<file path="src/adcp_pkg.sv">
// shared constants for the converter readout and status port
package adcp_pkg;
    // ------------------------------------------------------------
    // timing
    // ------------------------------------------------------------
    localparam int CLK_PERIOD_NS = 10;
    localparam int PWRUP_TIME_NS = 10000;
    localparam int CONV_TIME_NS  = 5000;
    localparam int PWRUP_CYC     = (PWRUP_TIME_NS + CLK_PERIOD_NS - 1) / CLK_PERIOD_NS;
    localparam int CONV_CYC      = CONV_TIME_NS / CLK_PERIOD_NS;
    localparam int TMR_W         = 12;

    // ------------------------------------------------------------
    // result layout
    // ------------------------------------------------------------
    localparam int RES_W   = 14;
    localparam int WORD_W  = 16;
    localparam int BYTE_W  = 8;
    localparam int PAD_W   = WORD_W - RES_W;

    // ------------------------------------------------------------
    // apb register map (byte addresses)
    // ------------------------------------------------------------
    localparam logic [7:0] ADDR_CTRL   = 8'h00;
    localparam logic [7:0] ADDR_STATUS = 8'h04;
    localparam logic [7:0] ADDR_RESULT = 8'h08;
    localparam int CTRL_START_BIT   = 0;
    localparam int STAT_BUSY_BIT    = 0;
    localparam int STAT_READY_BIT   = 1;
    localparam int STAT_BIPOLAR_BIT = 2;
endpackage : adcp_pkg

</file>
<file path="src/adcp_timer.sv">
// down-counting interval timer with busy level and last-cycle flag
`timescale 1ns/100ps
`default_nettype none
module adcp_timer #(
    parameter int                       W          = 12,
    parameter logic [W-1:0]             RESET_LOAD = '0
) (
    // clock and reset
    input  wire logic         pclk,
    input  wire logic         presetn,
    // control
    input  wire logic         start,
    input  wire logic [W-1:0] load,
    // status
    output logic              busy,
    output logic              last
);
    logic [W-1:0] count;
    logic [W-1:0] next_count;

    always_comb begin
        next_count = count;
        if (start && count == '0) begin
            next_count = load;
        end else if (count != '0) begin
            next_count = count - W'(1);
        end
    end

    always_ff @(posedge pclk or negedge presetn) begin
        if (!presetn) begin
            count <= RESET_LOAD;
        end else begin
            count <= next_count;
        end
    end

    assign busy = (count != '0);
    assign last = (count == W'(1));
endmodule : adcp_timer
`default_nettype wire

</file>
<file path="src/adcp_port.sv">
// readout and status port of a 14-bit sampling converter, apb side view
//
// Summary of operation
// - data bus driven only while select and read drive are both low.
// - conv_done high marks a finished conversion with a valid result.
// - upper_byte_sel low gives top eight bits, high gives six plus zeros.
// - 14-bit result left justified in 16 bits, two low bits zero.
// - offset_pin low gives straight binary, high gives twos complement.
// - no conversion starts during the 10 us power-up interval.
// - synchronous mode drives conv_done only with select and done enable low.
// - asynchronous mode pulls conv_done low while converting with done enable low, needs pull-up.
// - sync starts on select and trigger low, async on trigger fall.
// - conv_done high while idle, low for the whole conversion.
//
// The APB slave port and the placing of the registers are this design's own decisions.
`timescale 1ns/100ps
`default_nettype none
module adcp_port (
    // clock and reset
    input  wire logic        pclk,
    input  wire logic        presetn,
    // apb slave
    input  wire logic        psel,
    input  wire logic        penable,
    input  wire logic        pwrite,
    input  wire logic [7:0]  paddr,
    input  wire logic [31:0] pwdata,
    output logic             pready,
    output logic [31:0]      prdata,
    output logic             pslverr,
    // host control pins
    input  wire logic        device_select_n,
    input  wire logic        read_drive_n,
    input  wire logic        upper_byte_sel,
    input  wire logic        done_drive_en_n,
    input  wire logic        convert_trigger_n,
    input  wire logic        timing_mode_sel,
    input  wire logic        offset_pin,
    // sample word from the converter core, straight binary
    input  wire logic [13:0] conv_sample,
    // data bus pins
    output logic [7:0]       out_bus_o,
    output logic             out_bus_oe,
    // status pin
    output logic             conv_done_o,
    output logic             conv_done_oe
);
    // ------------------------------------------------------------
    // decoding helpers
    // ------------------------------------------------------------
    function automatic logic [adcp_pkg::WORD_W-1:0] code_word(
        input logic [adcp_pkg::RES_W-1:0] raw,
        input logic                       bipolar
    );
        logic [adcp_pkg::RES_W-1:0] c;
        c = raw;
        c[adcp_pkg::RES_W-1] = raw[adcp_pkg::RES_W-1] ^ bipolar;
        return {c, {adcp_pkg::PAD_W{1'b0}}};
    endfunction : code_word

    function automatic logic apb_hit(input logic [7:0] a);
        return (a == adcp_pkg::ADDR_CTRL) || (a == adcp_pkg::ADDR_STATUS)
            || (a == adcp_pkg::ADDR_RESULT);
    endfunction : apb_hit

    // ------------------------------------------------------------
    // timers
    // ------------------------------------------------------------
    logic pwr_busy;
    logic conv_busy;
    logic conv_end;
    logic start_conv;

    adcp_timer #(
        .W          (adcp_pkg::TMR_W),
        .RESET_LOAD (adcp_pkg::TMR_W'(adcp_pkg::PWRUP_CYC))
    ) u_pwr (
        .pclk    (pclk),
        .presetn (presetn),
        .start   (1'b0),
        .load    ('0),
        .busy    (pwr_busy),
        .last    ()
    );

    adcp_timer #(
        .W          (adcp_pkg::TMR_W),
        .RESET_LOAD ('0)
    ) u_conv (
        .pclk    (pclk),
        .presetn (presetn),
        .start   (start_conv),
        .load    (adcp_pkg::TMR_W'(adcp_pkg::CONV_CYC)),
        .busy    (conv_busy),
        .last    (conv_end)
    );

    // ------------------------------------------------------------
    // conversion start and result capture
    // ------------------------------------------------------------
    logic                         trig_prev;
    logic                         soft_start;
    logic [adcp_pkg::WORD_W-1:0]  result;
    logic                         next_trig_prev;
    logic                         next_soft_start;
    logic [adcp_pkg::WORD_W-1:0]  next_result;
    logic                         pin_start;
    logic                         apb_wr;

    assign apb_wr = psel && penable && pready && pwrite;

    always_comb begin
        // a held trigger in sync mode restarts at once: continuous mode
        if (timing_mode_sel) begin
            pin_start = !device_select_n && !convert_trigger_n;
        end else begin
            pin_start = trig_prev && !convert_trigger_n;
        end
        // starts are ignored while the internal logic is still settling
        start_conv = !pwr_busy && !conv_busy && (pin_start || soft_start);
        next_trig_prev  = convert_trigger_n;
        next_soft_start = apb_wr && (paddr == adcp_pkg::ADDR_CTRL)
                          && pwdata[adcp_pkg::CTRL_START_BIT];
        next_result = result;
        if (conv_end) begin
            next_result = code_word(conv_sample, offset_pin);
        end
    end

    always_ff @(posedge pclk or negedge presetn) begin
        if (!presetn) begin
            trig_prev  <= 1'b1;
            soft_start <= 1'b0;
            result     <= '0;
        end else begin
            trig_prev  <= next_trig_prev;
            soft_start <= next_soft_start;
            result     <= next_result;
        end
    end

    // ------------------------------------------------------------
    // pin drivers
    // ------------------------------------------------------------
    logic [7:0] next_out_bus_o;
    logic       next_out_bus_oe;
    logic       next_conv_done_o;
    logic       next_conv_done_oe;

    always_comb begin
        next_out_bus_oe = !device_select_n && !read_drive_n;
        if (upper_byte_sel) begin
            next_out_bus_o = result[adcp_pkg::BYTE_W-1:0];
        end else begin
            next_out_bus_o = result[adcp_pkg::WORD_W-1:adcp_pkg::BYTE_W];
        end
        if (timing_mode_sel) begin
            next_conv_done_oe = !device_select_n && !done_drive_en_n;
            next_conv_done_o  = !conv_busy;
        end else begin
            // open drain: only ever drives low, the board pull-up makes high
            next_conv_done_oe = conv_busy && !done_drive_en_n;
            next_conv_done_o  = 1'b0;
        end
    end

    always_ff @(posedge pclk or negedge presetn) begin
        if (!presetn) begin
            out_bus_o    <= '0;
            out_bus_oe   <= 1'b0;
            conv_done_o  <= 1'b0;
            conv_done_oe <= 1'b0;
        end else begin
            out_bus_o    <= next_out_bus_o;
            out_bus_oe   <= next_out_bus_oe;
            conv_done_o  <= next_conv_done_o;
            conv_done_oe <= next_conv_done_oe;
        end
    end

    // ------------------------------------------------------------
    // apb slave: one wait-free access phase, answer prepared in setup
    // ------------------------------------------------------------
    logic        next_pready;
    logic [31:0] next_prdata;
    logic        next_pslverr;

    always_comb begin
        next_pready  = psel && !penable;
        next_prdata  = '0;
        next_pslverr = psel && !penable && !apb_hit(paddr);
        if (psel && !penable && !pwrite) begin
            case (paddr)
                adcp_pkg::ADDR_STATUS: begin
                    next_prdata[adcp_pkg::STAT_BUSY_BIT]    = conv_busy;
                    next_prdata[adcp_pkg::STAT_READY_BIT]   = !pwr_busy;
                    next_prdata[adcp_pkg::STAT_BIPOLAR_BIT] = offset_pin;
                end
                adcp_pkg::ADDR_RESULT: begin
                    next_prdata[adcp_pkg::WORD_W-1:0] = result;
                end
                default: begin
                    next_prdata = '0;
                end
            endcase
        end
    end

    always_ff @(posedge pclk or negedge presetn) begin
        if (!presetn) begin
            pready  <= 1'b0;
            prdata  <= '0;
            pslverr <= 1'b0;
        end else begin
            pready  <= next_pready;
            prdata  <= next_prdata;
            pslverr <= next_pslverr;
        end
    end
endmodule : adcp_port
`default_nettype wire

</file>
<file path="config.mk">
export PLATFORM = sky130hd
export DESIGN_NAME = adcp_port
export DESIGN_NICKNAME = d
export VERILOG_FILES = /design/src/adcp_pkg.sv /design/src/adcp_timer.sv /design/src/adcp_port.sv
export SDC_FILE = /design/constraint.sdc
export NUM_CORES = 1
export LEC_CHECK = 0
export ABC_AREA = 1
export BUFFER_PORTS_ARGS = -buffer_cell sky130_fd_sc_hd__buf_2
export CAP_MARGIN = 20
export CORE_ASPECT_RATIO = 0.5
export CORE_UTILIZATION = 30
export CTS_CLUSTER_DIAMETER = 80
export DETAILED_ROUTE_END_ITERATION = 12
export PLACE_DENSITY_LB_ADDON = 0.12
export RECOVER_POWER = 50
export SLEW_MARGIN = 15
export SYNTH_ARGS = -nofsm -noshare
export SYNTH_HDL_FRONTEND = slang
export SYNTH_SLANG_ARGS = --single-unit
</file>
<file path="constraint.sdc">
create_clock -name pclk -period 1.3 [get_ports pclk]
set_input_delay 0.13 -clock pclk [delete_from_list [all_inputs] [get_ports pclk]]
set_output_delay 0.13 -clock pclk [all_outputs]
set_load 0.02 [all_outputs]
</file>
==> impl_metrics.yaml, run 1 <==
drt:
  dr_total_vias: 2677
  viasPerCell: 4.14
  drt_iter0_markers: 87
  dr.pass1.iters: 4
  drt_wl_total_microns: 7820
  antenna_left: 0
  drc: 0
  wl_per_cell_microns: 12.1
floorplan:
  die_area_sq_mm: 0.0112
  core_sq_mm: 0.0103
  floorplan.rows: 26
  initial_core_util: 0.312
  fp.dieH_microns: 75.4
  io_pins: 111
  die_w_microns: 149
power:
  sw_frac_of_total: 0.238
  intPower_mw: 3.78
  power_frac_clock: 0.497
  p_sw_mw: 1.18
  p_comb_frac: 0.061
  p_seq_frac: 0.443
  cellLeakagePower_nw: 2.56
  finalPower_mw: 4.95
  peakVddDrop_mv: 0.614
  power_density_mw_per_mm2: 1010
hold_path:
  holdCritStartpoint: "conv_sample[2]"
  min_path_type: "input pin to register"
  hold_depth: 3
sta:
  worstMarginPinSlew_ps: 891
  finalMaxSlewViolations: 0
  rsz0062_at_grt: "yes"
  max_freq_ghz: 0.703
  finalHoldViolCount: 0
  max_slew_margin: 0.406
  tns_ps: -2250
  timing.final.ws_setup_ps: -123
  setup_violations: 36
  period_needed_ps: 1420
  fin_worst_skew_ps: 5.75
  period_share: 1.09
  worst_hold_slack_ps: 32.1
logic_synthesis:
  synth.avg_cell_area_sq_um: 9.05
  synthTopCellsByCount: "dfrtp_1 (62), nand2_1 (60), inv_1 (54), nor2_1 (47)"
  synth_fa_ha_area_frac: 0.0194
  synth_mux_area_frac: 0
  synth_top_family_by_area: "simple AND/OR/NAND/NOR gates"
  ys_ff_latch: 69
  ys_async_sr_fraction: 1.00
  yosys_most_used_dff: "dfrtp_1"
  synth.most_common_cell: "dfrtp_1"
  synthesis.area_sq_mm: 0.00323
  yosys.area_share.simple: 0.212
  synth.distinct_cells: 28
  synthCells: 357
  ys_seq_area_frac: 0.537
  synth_edf_count: 0
  synth_compound_area_frac: 0.0844
  synth_top_area_share: 0.480
  yosys.area.top_type: "dfrtp_1"
  yosys_warnings: 0
  synth_xor_area_frac: 0.0325
  synth_area_leaders: "dfrtp_1 (48%), nand2_1 (7.0%), inv_1 (6.3%)"
placed_design:
  portBuffers: 63
  place.gp.congestion: 0.746
  hpwl_microns: 5300
  dpl-instance-area_sq_mm: 0.00405
clock_tree:
  clk_pin_slew_ps: 60
  cts_buffer_depth: 2
  htreeDepth: 3
  cts_buffers: 9
  cts_sinks: 69
  cts_root_buf: "clkbuf_16"
  clock_latency_ps: 330
  cts_tree: "done"
flow_run:
  cap_violations: 0
global_route:
  grt_overflow: 0
  grt_max_degree: 70
  grt.total_usage: 0.146
  grt_pass1_wl_microns: 12400
  grt_pass1_vias: 2513
  antenna_found_initial: 0
setup_path:
  cp_max_fo: 5
  end_kind: "register"
  crit_path_start: "u_pwr.count[0]"
  r2r-start: "u_pwr.count[0]"
  required_ps: 1550
  cp_data_arrival_time_ps: 1670
  start_kind: "register"
  worstSetupPathType: "register to register"
  reg2reg_depth: 8
layout:
  n_antenna_cell: 0
  drive_gt1_frac: 0.482
  area_delta_synth_final_pct: 51.5
  nets: 572
  fin_area_sq_mm: 0.00489
  post-route-util: 0.473
run_status:
  status: "complete, but fails checks"
  violations: "setup timing"
-- per-layer routing --
| metal | wire [microns] | vias up | global-route usage |
|---|---|---|---|
| met1 | 3850 | 1248 | 0.197 |
| met5 | 0 | - | 0 |
| met3 | 249 | 9 | 0.0413 |
| met2 | 3630 | 44 | 0.231 |
| li1 | - | 1376 | - |
| met4 | 89 | 0 | 0.0442 |
-- worst paths after layout --
kind	endpoint	slack, ps
worst min register to register	out_bus_o[0]	510
worst min-delay path	result[4]	30
min in group asynchronous	u_pwr.count[0]	510
max in group asynchronous	u_conv.count[3]	120
worst max register to register	u_pwr.count[0]	-120
worst max-delay path	u_pwr.count[0]	-120
-- cells in the final DEF, fill, tap and decap left out, types with 7 or more instances in the layout --
cell type,instances
xnor2_1,8
o21ai_1,7
dfrtp_1,61
nand2_4,9
nand2_2,11
inv_1,45
a21oi_2,10
buf_4,59
nand3_1,15
inv_2,9
nor3_1,9
o21ai_2,9
nor2_4,13
dfstp_2,7
conb_1,16
buf_2,62
nand2_1,42
nor2_1,26
clkbuf_16,11
o21ai_0,9
nor2_2,12
buf_6,9
-- flip-flops by register name (all words and copies together) (netlist names), 8 cells and up --
| signal | cells |
|---|---|
| result | 14 |
| u_pwr.count | 12 |
| prdata | 16 |
| out_bus_o | 8 |
| u_conv.count | 12 |
-- layout make-up --
cell class	instances	area (sq um)
clock inverters	6	71.3
fillers	1013	5450
inverters	54	203
well taps	140	175
repair buffers	139	978
clock buffers	10	229
multi-input cells	228	1500
flip-flops and latches	69	1740
-- critical path, cell delays in order, from the launching register on --
cell and delay [ps]:
dfrtp_1 380, inv_2 90, ha_4 160, nand2_2 50, nor2_2 100, nand2_2 80, nor2_4 210, buf_6 130
xor2_1 140
-- kinds of logic (layout without fill, tap and decap cells) --
kind of cell / after synthesis / in the layout
compound gates: 43 / 43
xor+xnor: 12 / 12
simple gates: 152 / 152
buf+inv: 75 / 209
flops: 69 / 69
other cells: 1 / 16
fa+ha+maj: 5 / 5
-- power by group through the flow --
stage / Clock, mW / Combinational (mW) / Sequential (mW)
2_1_floorplan: 0 / 0.142 / 2.26
3_5_place_dp: 0 / 0.292 / 2.23
4_1_cts: 2.53 / 0.306 / 2.19
3_3_place_gp: 0 / 0.291 / 2.23
6_report: 2.46 / 0.300 / 2.19
5_1_grt: 2.62 / 0.338 / 2.20
-- metrics by stage --
step	instances	worst slack, ps
CTS	638	-96.3
global route	646	-233
finish	646	-123
floorplan	372	3.30
detailed placement	606	-166
global placement	606	-130
-- timing repair --
action,in CTS,in global routing
pin swaps,21,18
endpoints found under the hold margin,65,0
setup endpoints to repair,32,42
gates cloned,0,3
buffers inserted,11,5
gates resized for setup,49,52
hold buffers,5,0
Power figures use the tool's default switching activity.
==> inputs of run 2 (changes only) <==
--- a/config.mk
+++ b/config.mk
@@ -12,7 +12,6 @@
 export CORE_UTILIZATION = 30
 export CTS_CLUSTER_DIAMETER = 80
 export DETAILED_ROUTE_END_ITERATION = 12
-export PLACE_DENSITY_LB_ADDON = 0.12
 export RECOVER_POWER = 50
 export SLEW_MARGIN = 15
 export SYNTH_ARGS = -nofsm -noshare
==> run 2 against run 1 <==
The flow still finishes with violations (setup timing). Design area decreased by 2.9%. Via count decreased by 0.49%. Die area unchanged. Setup slack improved by 12 ps. Cell count decreased by 1.4%. Power increased by 3.0%. Fmax increased by 0.88%. Non-clock buffer count decreased by 9. Clock-buffer cell count increased by 1. Largest cell class unchanged. Largest power group unchanged.
==> impl_metrics.yaml, run 2 (synthesis gave the netlist of run 1 again) <==
run_status:
  status: "complete, but fails checks"
  violations: "setup timing"
global_route:
  grt_pass1_vias: 2574
  grt.total_usage: 0.140
  grt_max_degree: 70
  grt_pass1_wl_microns: 12000
  grt_overflow: 0
  antenna_found_initial: 0
layout:
  nets: 563
  fillers: 982
  drive_gt1_frac: 0.483
  layout_commonest_cell: "buf_2"
  regMostFlops: "prdata"
  fin_area_sq_mm: 0.00475
  area_delta_synth_final_pct: 47.0
  top_regs: "prdata (16), result (14)"
  post-route-util: 0.459
  largest_reg_flops: 16
  layout_common_cells: "buf_2 (63), dfrtp_1 (61), buf_4 (51), inv_1 (43), nand2_1 (39)"
  n_antenna_cell: 0
flow_run:
  cap_violations: 0
floorplan:
  io_pins: 111
  initial_core_util: 0.312
  die_area_sq_mm: 0.0112
  floorplan.rows: 26
  fp.dieH_microns: 75.4
  die_w_microns: 149
  core_sq_mm: 0.0103
power:
  cellLeakagePower_nw: 2.49
  peakVddDrop_mv: 0.563
  power_density_mw_per_mm2: 1070
clock_tree:
  cts_tree: "done"
  cts_sinks: 69
  clock_latency_ps: 330
  cts_buffers: 9
  cts_buffer_depth: 2
  cts_root_buf: "clkbuf_16"
  htreeDepth: 3
  clk_pin_slew_ps: 60
drt:
  viasPerCell: 4.18
  drt_wl_total_microns: 7310
  dr_total_vias: 2664
  drc: 0
  wl_per_cell_microns: 11.5
  drt_iter0_markers: 83
  antenna_left: 0
  dr.pass1.iters: 4
sta:
  finalMaxSlewViolations: 0
  max_slew_margin: 0.573
  setup_violations: 32
  period_share: 1.09
  max_freq_ghz: 0.709
  rsz0062_at_grt: "yes"
  period_needed_ps: 1410
  timing.final.ws_setup_ps: -111
  finalHoldViolCount: 0
  worstMarginPinSlew_ps: 641
  fin_worst_skew_ps: 6.97
setup_path:
  start_kind: "register"
  cp_max_fo: 5
  cp_data_arrival_time_ps: 1670
  path_cells: "inv_2 -> ha_4 -> nand2_2 -> nor2_2 -> nand2_2 -> nor2_4 -> buf_6 -> xor2_1"
  cpMaxStageDelayCell: "dfrtp_1"
  required_ps: 1560
  worstSetupPathType: "register to register"
  cp_top_family: "simple AND/OR/NAND/NOR gates"
  crit_top_cell: "nand2_2"
  worst-path-buf-inv: 2
  end_kind: "register"
  max_stage_delay_ps: 380
placed_design:
  place.gp.congestion: 0.772
  portBuffers: 63
  dpl-instance-area_sq_mm: 0.00406
  hpwl_microns: 5030
hold_path:
  min_path_type: "input pin to register"
run 2: cell types whose count changed in the layout (fill, tap and decap cells not counted), sizes merged:
| cell | previous run | this run |
|---|---|---|
| buf | 131 | 125 |
| bufinv | 1 | 2 |
| clkbuf | 13 | 12 |
| clkinvlp | 2 | 1 |
| dlygate4sd3 | 5 | 4 |
| inv | 55 | 54 |
run 2: power breakdown:
part           internal, mW  switching (mW)  total (mW)
registers              2.18         0.00917        2.19
clock network          1.69           0.923        2.61
logic                0.0943           0.201       0.296
run 2: final timing paths:
kind                                  from         endpoint  slack, ps  cells past startpoint
setup / recovery            u_pwr.count[1]   u_pwr.count[0]       -110                      8
hold / removal             done_drive_en_n     conv_done_oe         30                      4
setup reg to reg            u_pwr.count[1]   u_pwr.count[0]       -110                      8
hold reg to reg                 result[15]       result[15]        490                      2
max in group asynchronous          presetn  u_conv.count[4]        380                      3
min in group asynchronous          presetn        result[5]        440                      3
run 2: repair_timing:
item / CTS / global route
gates cloned: 0 / 0
resized for setup: 28 / 66
setup endpoints to repair: 42 / 42
setup buffers: 4 / 5
endpoints found under the hold margin: 64 / 0
hold buffers: 4 / 0
pin swaps: 11 / 22
run 2: layer usage:
| metal | routed length, microns | share of wire | track usage |
|---|---|---|---|
| met5 | 0 | 0 | 0 |
| met2 | 3530 | 0.48 | 0.234 |
| met3 | 315 | 0.043 | 0.0407 |
| met1 | 3370 | 0.46 | 0.176 |
| met4 | 87 | 0.012 | 0.0510 |
run 2: worst reg2reg max path, delay by kind of cell (launching register included):
| kind | cells | cell delay, ps |
|---|---|---|
| AND/OR/NAND/NOR | 4 | 430 |
| adder cells (fa/ha/maj) | 1 | 160 |
| flip-flops | 1 | 380 |
| buffers and inverters | 2 | 230 |
| XOR/XNOR | 1 | 140 |
run 2: cell type report:
type / count / area, sq um / share of cell area
clock buffer: 11 / 233 / 0.0490
clock inverter: 5 / 85.1 / 0.0179
inverter: 54 / 208 / 0.0437
multi-input combinational: 228 / 1440 / 0.302
sequential: 69 / 1740 / 0.365
tap: 140 / 175 / 0.0369
timing repair buffer: 130 / 878 / 0.185
run 2: through the flow:
stage	setup TNS, ps	total power, mW	worst slack [ps]	instances	hold WS, ps
CTS	-1060	5.17	-66.3	632	28.5
detailed placement	-3100	2.52	-183	608	186
floorplan	0	2.40	3.30	372	-166
global placement	-2320	2.52	-156	608	183
finish	-1840	5.10	-111	637	29.0
global route	-4970	5.31	-193	637	35.0
